==> src/core/fprc_pkg.sv <==
package fprc_pkg;
   // Clock and pacing
   localparam int CLK_PERIOD_NS = 20;
   localparam int SLOW_CYCLE_MS = 786;
   localparam int NORMAL_CYCLE_MS = 3;
   localparam int SLOW_CYCLES = (SLOW_CYCLE_MS * 1000000) / CLK_PERIOD_NS;
   localparam int PANEL_CNT_W = 24;
   localparam int SYNC_TAP_BIT = 13;
   localparam int SLOW_TAP_BIT = 18;

   // Switch bit positions in the synchroniser bundle
   localparam int SW_STOP = 0;
   localparam int SW_RUN = 1;
   localparam int SW_STEP = 2;
   localparam int SW_SLOW = 3;
   localparam int SW_RESET = 4;
   localparam int SW_PROT = 5;
   localparam int SW_UNPROT = 6;
   localparam int SW_COUNT = 7;

   // Register map, byte addresses
   localparam logic [7:0] REG_CTRL = 8'h00;
   localparam logic [7:0] REG_STATUS = 8'h04;
   localparam logic [7:0] REG_COUNT = 8'h08;

   // Control fields
   localparam int CTRL_FETCH_GATE = 0;
   localparam logic CTRL_FETCH_GATE_RST = 1'b1;

   // Status fields
   localparam int ST_STOPPED = 0;
   localparam int ST_STEP = 1;
   localparam int ST_READY = 2;
   localparam int ST_SLOW = 3;
   localparam int ST_PROT = 4;
   localparam int ST_BUSRST = 5;
endpackage

==> src/core/fprc_sync.sv <==
`timescale 1ns/1ps
`default_nettype none
module fprc_sync #(
   parameter int WIDTH = 1
) (
   input wire logic clk_i,
   input wire logic rst_i,
   input wire logic [WIDTH-1:0] async_i,
   output logic [WIDTH-1:0] sync_o
);
   logic [WIDTH-1:0] meta_r;
   logic [WIDTH-1:0] sync_r;

   // Meta stage feeds only the second stage
   genvar g;
   generate
      for (g = 0; g < WIDTH; g++) begin : g_bit
         always_ff @(posedge clk_i) begin
            if (rst_i) begin
               meta_r[g] <= 1'b0;
               sync_r[g] <= 1'b0;
            end else begin
               meta_r[g] <= async_i[g];
               sync_r[g] <= meta_r[g];
            end
         end
      end
   endgenerate

   assign sync_o = sync_r;
endmodule
`default_nettype wire

==> src/core/fprc_run_control.sv <==
// Behaviour
// One ready line: low waits, high runs
// Stop request crosses two panel-clock latch stages
// Stop flop sets only on sync, strobe, fetch
// Processor flags every instruction's first machine cycle
// Set stop flop holds itself after release
// Stopped state enables other operator switches
// Stopped: run indication and ready go low
// Step press sets step flop, raising ready
// Next first-cycle coincidence clears step flop
// Each step needs a fresh press
// Option drops fetch bit from step clear
// Slow mode paces cycles far slower than normal
// Gated counter tap sets step flop in slow
// Slow keeps stepping; deselecting slow halts
// Reset switch drives bus reset any time
// Protect blocks writes, unprotect allows them
// Separate protect and unprotect bus lines
// Switches synchronised before touching control state
//
// Design decisions made here: the register offsets and register access over Wishbone.
`timescale 1ns/1ps
`default_nettype none
module fprc_run_control #(
   parameter int SLOW_CYCLES = fprc_pkg::SLOW_CYCLES,
   parameter int CNT_W = fprc_pkg::PANEL_CNT_W,
   parameter int SYNC_TAP = fprc_pkg::SYNC_TAP_BIT,
   parameter int SLOW_TAP = fprc_pkg::SLOW_TAP_BIT
) (
   input wire logic clk_i,
   input wire logic rst_i,
   // Wishbone slave
   input wire logic wb_cyc_i,
   input wire logic wb_stb_i,
   input wire logic wb_we_i,
   input wire logic [7:0] wb_adr_i,
   input wire logic [3:0] wb_sel_i,
   input wire logic [31:0] wb_dat_i,
   output logic [31:0] wb_dat_o,
   output logic wb_ack_o,
   // Operator switches, asynchronous
   input wire logic sw_stop_i,
   input wire logic sw_run_i,
   input wire logic sw_step_i,
   input wire logic sw_slow_i,
   input wire logic sw_reset_i,
   input wire logic sw_protect_i,
   input wire logic sw_unprotect_i,
   // Processor status
   input wire logic bus_cycle_sync_i,
   input wire logic status_strobe_i,
   input wire logic fetch_status_bit_i,
   // Panel outputs
   output logic panel_ready_line_o,
   output logic run_ind_o,
   output logic switches_enable_o,
   output logic bus_reset_o,
   output logic protect_o,
   output logic unprotect_o
);
   // Panel counter advances every PANEL_DIV clocks so the slow tap lands near the slow pace
   localparam int PANEL_DIV_RAW = SLOW_CYCLES / (2 ** (SLOW_TAP + 1));
   localparam int PANEL_DIV = (PANEL_DIV_RAW < 1) ? 1 : PANEL_DIV_RAW;
   localparam int DIV_W = $clog2(PANEL_DIV + 1);
   localparam logic [DIV_W-1:0] DIV_LAST = DIV_W'(PANEL_DIV - 1);

   generate
      if (SLOW_TAP >= CNT_W || SYNC_TAP >= CNT_W || SYNC_TAP < 0) begin : g_bad_tap
         $error("Counter taps must lie inside the panel counter");
      end
      if (SLOW_CYCLES < 2) begin : g_bad_slow
         $error("Slow pace must span more than one cycle");
      end
   endgenerate

   // Switch synchronisation
   logic [fprc_pkg::SW_COUNT-1:0] sw_raw;
   logic [fprc_pkg::SW_COUNT-1:0] sw_sync;

   assign sw_raw[fprc_pkg::SW_STOP] = sw_stop_i;
   assign sw_raw[fprc_pkg::SW_RUN] = sw_run_i;
   assign sw_raw[fprc_pkg::SW_STEP] = sw_step_i;
   assign sw_raw[fprc_pkg::SW_SLOW] = sw_slow_i;
   assign sw_raw[fprc_pkg::SW_RESET] = sw_reset_i;
   assign sw_raw[fprc_pkg::SW_PROT] = sw_protect_i;
   assign sw_raw[fprc_pkg::SW_UNPROT] = sw_unprotect_i;

   fprc_sync #(
      .WIDTH(fprc_pkg::SW_COUNT)
   ) u_sw_sync (
      .clk_i(clk_i),
      .rst_i(rst_i),
      .async_i(sw_raw),
      .sync_o(sw_sync)
   );

   wire stop_req = sw_sync[fprc_pkg::SW_STOP];
   wire run_req = sw_sync[fprc_pkg::SW_RUN];
   wire step_req = sw_sync[fprc_pkg::SW_STEP];
   wire slow_sel = sw_sync[fprc_pkg::SW_SLOW];
   wire reset_req = sw_sync[fprc_pkg::SW_RESET];
   wire prot_req = sw_sync[fprc_pkg::SW_PROT];
   wire unprot_req = sw_sync[fprc_pkg::SW_UNPROT];

   // Free-running panel counter and its taps
   logic [DIV_W-1:0] div_r;
   logic [CNT_W-1:0] panel_cnt_r;
   logic sync_tap_d_r;
   logic slow_tap_d_r;

   wire div_wrap = (div_r == DIV_LAST);
   wire [DIV_W-1:0] div_nxt = div_wrap ? '0 : div_r + DIV_W'(1);
   wire [CNT_W-1:0] panel_cnt_nxt = div_wrap ? panel_cnt_r + CNT_W'(1) : panel_cnt_r;
   wire sync_clock_tap = panel_cnt_r[SYNC_TAP] & ~sync_tap_d_r;
   wire slow_clock_tap = panel_cnt_r[SLOW_TAP] & ~slow_tap_d_r;

   always_ff @(posedge clk_i) begin
      if (rst_i) begin
         div_r <= '0;
         panel_cnt_r <= '0;
         sync_tap_d_r <= 1'b0;
         slow_tap_d_r <= 1'b0;
      end else begin
         div_r <= div_nxt;
         panel_cnt_r <= panel_cnt_nxt;
         sync_tap_d_r <= panel_cnt_r[SYNC_TAP];
         slow_tap_d_r <= panel_cnt_r[SLOW_TAP];
      end
   end

   // Control register
   logic fetch_gate_r;

   // Stop path
   logic stop_stage1_r;
   logic stop_stage2_r;
   logic stop_step_flipflop_r;
   logic step_r;
   logic step_req_d_r;

   // Boundary decode; processor marks each first machine cycle
   wire cycle_mark = bus_cycle_sync_i & status_strobe_i;
   wire coincide_full = cycle_mark & fetch_status_bit_i;
   wire coincide_step = cycle_mark & (fetch_status_bit_i | ~fetch_gate_r);

   wire stop_stage1_nxt = sync_clock_tap ? stop_req : stop_stage1_r;
   wire stop_stage2_nxt = sync_clock_tap ? stop_stage1_r : stop_stage2_r;
   wire stop_set = stop_stage2_r & coincide_full & ~stop_step_flipflop_r;
   wire stop_clr = run_req & stop_step_flipflop_r & ~stop_stage2_r;
   wire stop_nxt = stop_set | (stop_step_flipflop_r & ~stop_clr);

   wire step_edge = step_req & ~step_req_d_r;
   wire slow_start = slow_sel & slow_clock_tap;
   wire step_set = stop_step_flipflop_r & (step_edge | slow_start);
   wire step_clr = step_r & coincide_step;
   wire step_nxt = step_set | (step_r & ~step_clr);

   always_ff @(posedge clk_i) begin
      if (rst_i) begin
         stop_stage1_r <= 1'b0;
         stop_stage2_r <= 1'b0;
      end else begin
         stop_stage1_r <= stop_stage1_nxt;
         stop_stage2_r <= stop_stage2_nxt;
      end
   end

   // Set wins over run so a stop in flight is never lost
   always_ff @(posedge clk_i) begin
      if (rst_i) begin
         stop_step_flipflop_r <= 1'b0;
      end else begin
         stop_step_flipflop_r <= stop_nxt;
      end
   end

   // A fresh press or a slow tick outranks the boundary clear
   always_ff @(posedge clk_i) begin
      if (rst_i) begin
         step_r <= 1'b0;
         step_req_d_r <= 1'b0;
      end else begin
         step_r <= step_nxt;
         step_req_d_r <= step_req;
      end
   end

   // Ready and run indication
   wire ready_nxt = ~stop_step_flipflop_r | step_r;
   assign panel_ready_line_o = ready_nxt;
   assign run_ind_o = ~stop_step_flipflop_r;
   assign switches_enable_o = stop_step_flipflop_r;

   // Reset and protect lines
   logic bus_reset_r;
   logic protect_r;
   logic unprotect_r;
   logic prot_state_r;

   // Protect wins when both positions read at once; lines stay exclusive
   wire prot_drive = stop_step_flipflop_r & prot_req;
   wire unprot_drive = stop_step_flipflop_r & unprot_req & ~prot_req;
   wire prot_state_nxt = prot_drive ? 1'b1 : (unprot_drive ? 1'b0 : prot_state_r);

   always_ff @(posedge clk_i) begin
      if (rst_i) begin
         bus_reset_r <= 1'b0;
         protect_r <= 1'b0;
         unprotect_r <= 1'b0;
         prot_state_r <= 1'b0;
      end else begin
         bus_reset_r <= reset_req;
         protect_r <= prot_drive;
         unprotect_r <= unprot_drive;
         prot_state_r <= prot_state_nxt;
      end
   end

   assign bus_reset_o = bus_reset_r;
   assign protect_o = protect_r;
   assign unprotect_o = unprotect_r;

   // Wishbone slave, one wait-state registered ack
   logic ack_r;
   logic [31:0] rd_data_r;

   wire wb_req = wb_cyc_i & wb_stb_i & ~ack_r;
   wire hit_ctrl = (wb_adr_i == fprc_pkg::REG_CTRL);
   wire hit_status = (wb_adr_i == fprc_pkg::REG_STATUS);
   wire hit_count = (wb_adr_i == fprc_pkg::REG_COUNT);
   wire ctrl_wr = wb_req & wb_we_i & hit_ctrl & wb_sel_i[0];
   wire fetch_gate_nxt = ctrl_wr ? wb_dat_i[fprc_pkg::CTRL_FETCH_GATE] : fetch_gate_r;

   logic [31:0] ctrl_word;
   logic [31:0] status_word;
   logic [31:0] count_word;
   logic [31:0] rd_mux;

   always_comb begin
      ctrl_word = '0;
      ctrl_word[fprc_pkg::CTRL_FETCH_GATE] = fetch_gate_r;
      status_word = '0;
      status_word[fprc_pkg::ST_STOPPED] = stop_step_flipflop_r;
      status_word[fprc_pkg::ST_STEP] = step_r;
      status_word[fprc_pkg::ST_READY] = ready_nxt;
      status_word[fprc_pkg::ST_SLOW] = slow_sel;
      status_word[fprc_pkg::ST_PROT] = prot_state_r;
      status_word[fprc_pkg::ST_BUSRST] = bus_reset_r;
      count_word = '0;
      count_word[CNT_W-1:0] = panel_cnt_r;
   end

   // Unmapped addresses ack with zero and ignore writes
   assign rd_mux = hit_ctrl ? ctrl_word :
                   hit_status ? status_word :
                   hit_count ? count_word : 32'h0000_0000;

   always_ff @(posedge clk_i) begin
      if (rst_i) begin
         ack_r <= 1'b0;
         rd_data_r <= '0;
         fetch_gate_r <= fprc_pkg::CTRL_FETCH_GATE_RST;
      end else begin
         ack_r <= wb_req;
         rd_data_r <= wb_req ? rd_mux : rd_data_r;
         fetch_gate_r <= fetch_gate_nxt;
      end
   end

   assign wb_ack_o = ack_r;
   assign wb_dat_o = rd_data_r;

   // Checks
   chk_ready_hold: assert property (@(posedge clk_i) disable iff (rst_i)
      (stop_step_flipflop_r && !step_r) |-> !panel_ready_line_o)
      else $error("Ready high while halted");

   chk_stop_stages: assert property (@(posedge clk_i) disable iff (rst_i)
      $rose(stop_stage2_r) |-> $past(stop_stage1_r) && $past(sync_clock_tap))
      else $error("Stop skipped a latch stage");

   chk_stop_boundary: assert property (@(posedge clk_i) disable iff (rst_i)
      $rose(stop_step_flipflop_r) |-> $past(coincide_full) && $past(stop_stage2_r))
      else $error("Stop set off a fetch boundary");

   chk_stop_holds: assert property (@(posedge clk_i) disable iff (rst_i)
      (stop_step_flipflop_r && !run_req) |=> stop_step_flipflop_r)
      else $error("Stop flop dropped without run");

   chk_protect_gated: assert property (@(posedge clk_i) disable iff (rst_i)
      $rose(protect_o) || $rose(unprotect_o) |-> $past(stop_step_flipflop_r))
      else $error("Protect line driven while running");

   chk_run_indication: assert property (@(posedge clk_i) disable iff (rst_i)
      stop_step_flipflop_r |-> !run_ind_o && (panel_ready_line_o == step_r))
      else $error("Run indication wrong while stopped");

   chk_step_ready: assert property (@(posedge clk_i) disable iff (rst_i)
      (stop_step_flipflop_r && step_edge) |=> step_r && panel_ready_line_o)
      else $error("Step press did not raise ready");

   chk_step_clear: assert property (@(posedge clk_i) disable iff (rst_i)
      (step_r && coincide_full && !step_set) |=> !step_r ##0 !panel_ready_line_o)
      else $error("Step not ended at boundary");

   chk_no_repeat: assert property (@(posedge clk_i) disable iff (rst_i)
      (step_req && $past(step_req) && !slow_start && !step_r) |=> !step_r)
      else $error("Held step repeated");

   chk_fetch_option: assert property (@(posedge clk_i) disable iff (rst_i)
      (!fetch_gate_r && cycle_mark && step_r && !step_set) |=> !step_r)
      else $error("Machine-cycle step not ended");

   chk_slow_start: assert property (@(posedge clk_i) disable iff (rst_i)
      (stop_step_flipflop_r && slow_sel && slow_clock_tap) |=> step_r)
      else $error("Slow tick did not start a cycle");

   chk_reset_follow: assert property (@(posedge clk_i) disable iff (rst_i)
      reset_req |=> bus_reset_o)
      else $error("Bus reset not driven");

   chk_lines_exclusive: assert property (@(posedge clk_i) disable iff (rst_i)
      !(protect_o && unprotect_o))
      else $error("Protect and unprotect together");

   chk_slow_paced: assert property (@(posedge clk_i) disable iff (rst_i)
      slow_clock_tap |-> $past(div_wrap))
      else $error("Slow tick off the divider");

   chk_slow_halt: assert property (@(posedge clk_i) disable iff (rst_i)
      (!slow_sel && !step_edge && !step_r) |=> !step_r)
      else $error("Cycle started with slow off");

   chk_prot_latch: assert property (@(posedge clk_i) disable iff (rst_i)
      prot_drive |=> prot_state_r)
      else $error("Protect state not set");

   chk_unprot_latch: assert property (@(posedge clk_i) disable iff (rst_i)
      unprot_drive |=> !prot_state_r)
      else $error("Protect state not cleared");

   chk_run_synced: assert property (@(posedge clk_i) disable iff (rst_i)
      $fell(stop_step_flipflop_r) |-> $past(run_req))
      else $error("Stop cleared without synced run");
endmodule
`default_nettype wire

==> config.mk <==
export PLATFORM = sky130hd
export DESIGN_NAME = fprc_run_control
export DESIGN_NICKNAME = d
export VERILOG_FILES = /design/src/core/fprc_pkg.sv /design/src/core/fprc_sync.sv /design/src/core/fprc_run_control.sv
export SDC_FILE = /design/constraint.sdc
export NUM_CORES = 1
export LEC_CHECK = 0
export BUFFER_PORTS_ARGS = -buffer_cell sky130_fd_sc_hd__buf_4
export CAP_MARGIN = 20
export CELL_PAD_IN_SITES_DETAIL_PLACEMENT = 1
export CELL_PAD_IN_SITES_GLOBAL_PLACEMENT = 2
export CORE_MARGIN = 3
export CORE_UTILIZATION = 31
export CTS_BUF_LIST = sky130_fd_sc_hd__clkbuf_4
export CTS_CLUSTER_SIZE = 28
export DETAILED_ROUTE_END_ITERATION = 10
export HOLD_SLACK_MARGIN = 0.1
export PLACE_DENSITY = 0.86
export SKIP_CTS_REPAIR_TIMING = 1
export SLEW_MARGIN = 10
export SYNTH_ARGS = -nofsm -noshare
export SYNTH_HDL_FRONTEND = slang
export SYNTH_SLANG_ARGS = --single-unit
==> constraint.sdc <==
create_clock -name clk_i -period 2.1 [get_ports clk_i]
set_input_delay 0.105 -clock clk_i [delete_from_list [all_inputs] [get_ports clk_i]]
set_output_delay 0.105 -clock clk_i [all_outputs]
set_load 0.01 [all_outputs]
==> results_dict.tcl <==
set metrics [dict create \
    status "finished clean" \
    start_util 0.327 \
    rr_startpoint "div_r[0]$_SDFF_PP0_" \
    core_um2 10000 \
    relSlewSlack 0.642 \
    drtPass1Iterations 4 \
    clock_skew_ns 0.0270 \
    cts_sinks 82 \
    endpoint "panel_cnt_r[18]$_SDFFE_PP0N_" \
    nets 483 \
    clock_latency_ns 0.44 \
    synth_xor_area_frac 0.0320 \
    p_comb_frac 0.049 \
    swShare 0.230 \
    gp_congestion 0.729 \
    regArea_um2 1640 \
    crit_chain "ha_1, and2_0, nand3_4, nor4_1, mux2_2" \
    yosys.area.top_type "dfxtp_1" \
    antenna_found_initial 0 \
    final_cells 559 \
    io_buffers 55 \
    track_usage 0.142 \
    clockBufferDepth 2 \
    p_leak_uw 0.00151 \
    fmax_mhz 533 \
    synthFlopType "dfxtp_1" \
    ys_seq_area_frac 0.499 \
    slew_violations 0 \
    synthSimpleGateAreaFrac 0.257 \
    postRouteAntennaNets 0 \
    synth_edf_count 0 \
    yosysTopAreaCellShare 0.499 \
    max-cap-violations 0 \
    final_cell_mix "dfxtp_1, buf_4, nor2_1, a22oi_1, nand2_1" \
    cp-end-kind "flip-flop" \
    htreeDepth 3 \
    crit_family "simple AND/OR/NAND/NOR gates" \
    synthAdderAreaFrac 0.0114 \
    tritoncts "yes" \
    rrSetupSlack_ns 0.22 \
    ys_async_sr_fraction 0 \
    syn_area_um2 3290 \
    post-dp-hpwl_um 5640 \
    grt_max_degree 50 \
    irDropWorstVdd_v 0.000327 \
    dieWidth_um 109 \
    hold_path_class "in -> reg" \
    critPathKind "reg -> reg" \
    path_depth 5 \
    final_common_cell "dfxtp_1" \
    root_buffer "clkbuf_4" \
    synthTopCellsByArea "dfxtp_1, a22oi_1, nor2_1" \
    drive_gt1_frac 0.204 \
    worstReg2RegEnd "panel_cnt_r[18]$_SDFFE_PP0N_" \
    ys_types 48 \
    drc 0 \
    grt_overflow 0 \
    synth_top_family_by_area "simple AND/OR/NAND/NOR gates" \
    num_vias 2795 \
    placedCellCount 532 \
    crit_buf_inv 0 \
    cp_max_fo 24 \
    syn_to_final_growth_pct 24.8 \
    internal-power_uw 2140 \
    numCtsBuffers 9 \
    r2r_cells 5 \
    synth_cells 354 \
    die_h_um 109 \
    antennaDiodeCount 0 \
    fin_crit_sh 0.893 \
    fin_util 0.408 \
    p_sw_uw 639 \
    hold_start "bus_cycle_sync_i" \
    cellPowerDensity_nw_per_um2 677 \
    ys_warn_count 0 \
    ios 98 \
    wl_per_cell_um 14.7 \
    required_ns 2.43 \
    startpoint "div_r[0]$_SDFF_PP0_" \
    dieArea_um2 11900 \
    drtIter0Drc 151 \
    crit_slowest_cell "dfxtp_1" \
    hold_violations 0 \
    pwr-share-clk 0.380 \
    start_kind "flip-flop" \
    drt-total-wl_um 8220 \
    final.setup.tns_ns 0 \
    grt_pass1_vias 2770 \
    multi_input_area_um2 1500 \
    slowest_delay_ns 0.40 \
    synth-compound-area-share 0.131 \
    synth_seq_cells 82 \
    synth_mux_area_frac 0.0160 \
    synth_area_per_cell_um2 9.29 \
    clk_pin_slew_ns 0.14 \
    worst_pin_slew_ns 0.536 \
    rsz0062_at_grt "false" \
    cp.arrival_ns 2.20 \
    via_per_inst 5.00 \
    grt_pass1_wl_um 13300 \
    finalSetupViolCount 0 \
    p_seq_frac 0.571 \
    nFillCells 1176 \
    period_needed_ns 1.88 \
    rows 36 \
]
[synth_stat cells, types with 2 or more instances]
library cell / instances
a21oi_1: 21
a22oi_1: 24
and3_1: 3
and4_1: 6
buf_1: 4
buf_2: 2
buf_4: 8
clkbuf_1: 12
dfxtp_1: 82
ha_1: 3
inv_1: 8
mux2_2: 2
mux2i_1: 3
nand2_1: 22
nand2b_1: 2
nand3_1: 10
nand4_1: 6
nor2_1: 44
nor2b_1: 20
nor4_1: 4
o21ai_0: 5
o31ai_1: 10
or3_1: 9
or4_1: 10
xnor2_1: 8
xor2_1: 4
[area by class of cell]
type	count	share of cell area
clock buffers	10	0.0183
clock inverters	6	0.0223
inverters	8	0.00732
multi-input cells	244	0.366
flip-flops and latches	82	0.400
well taps	133	0.0406
repair buffers	76	0.146
[worst register-to-register path: stages, from the launching register on]
cell     delay (ns)
dfxtp_1        0.40
ha_1           0.19
and2_0         0.22
nand3_4        0.25
nor4_1         0.36
mux2_2         0.37
[worst min path at each step]
stage                                           to  slack [ns]  cells past startpoint
floorplan                  slow_tap_d_r$_SDFF_PP0_        0.19                      1
global placement    u_sw_sync.meta_r[0]$_SDFF_PP0_        0.32                      2
detailed placement  u_sw_sync.meta_r[6]$_SDFF_PP0_        0.32                      2
CTS                 u_sw_sync.meta_r[0]$_SDFF_PP0_       -0.15                      2
global route          switches_enable_o$_SDFF_PP0_        0.11                      4
finish                switches_enable_o$_SDFF_PP0_        0.11                      4
[metrics by stage]
step	instance area [um2]	total power, uW	setup WS [ns]	hold slack (ns)
CTS	3990	2800	0.190	-0.149
detailed placement	3830	1740	0.223	0.324
floorplan	3310	1690	0.303	0.186
finish	4100	2780	0.225	0.106
global placement	3830	1740	0.282	0.316
global route	4100	2900	0.0636	0.109
[flip-flops by register name, indices dropped and copies added, names as in the netlist, 7 cells and up]
register          count
panel_cnt_r          24
div_r                 7
u_sw_sync.meta_r      7
wb_dat_o             24
u_sw_sync.sync_o      7
[power by group through the flow]
| stage | Combinational [uW] | Sequential [uW] | Clock (uW) |
|---|---|---|---|
| 2_1_floorplan | 77.7 | 1620 | 0 |
| 5_1_grt | 153 | 1590 | 1150 |
| 4_1_cts | 123 | 1590 | 1090 |
| 6_report | 137 | 1580 | 1060 |
| 3_3_place_gp | 119 | 1620 | 0 |
| 3_5_place_dp | 122 | 1620 | 0 |
[logic make-up after synthesis]
logic type                 count (synthesis)
xor gates and xnor gates                  12
other                                      1
adders and majority gates                  3
muxes                                      5
AOI/OAI and AO/OA                         66
buffers and inverters                     35
DFF                                       82
and+or+nand+nor                          150
[per-layer routing]
layer	vias up	routed length (um)	GRT usage
met1	1360	3780	0.173
met3	10	419	0.0373
met5	-	0	0
met2	49	3940	0.241
met4	0	89	0.0514
li1	1376	-	-
Note: power is estimated with default switching activity, not from simulation.
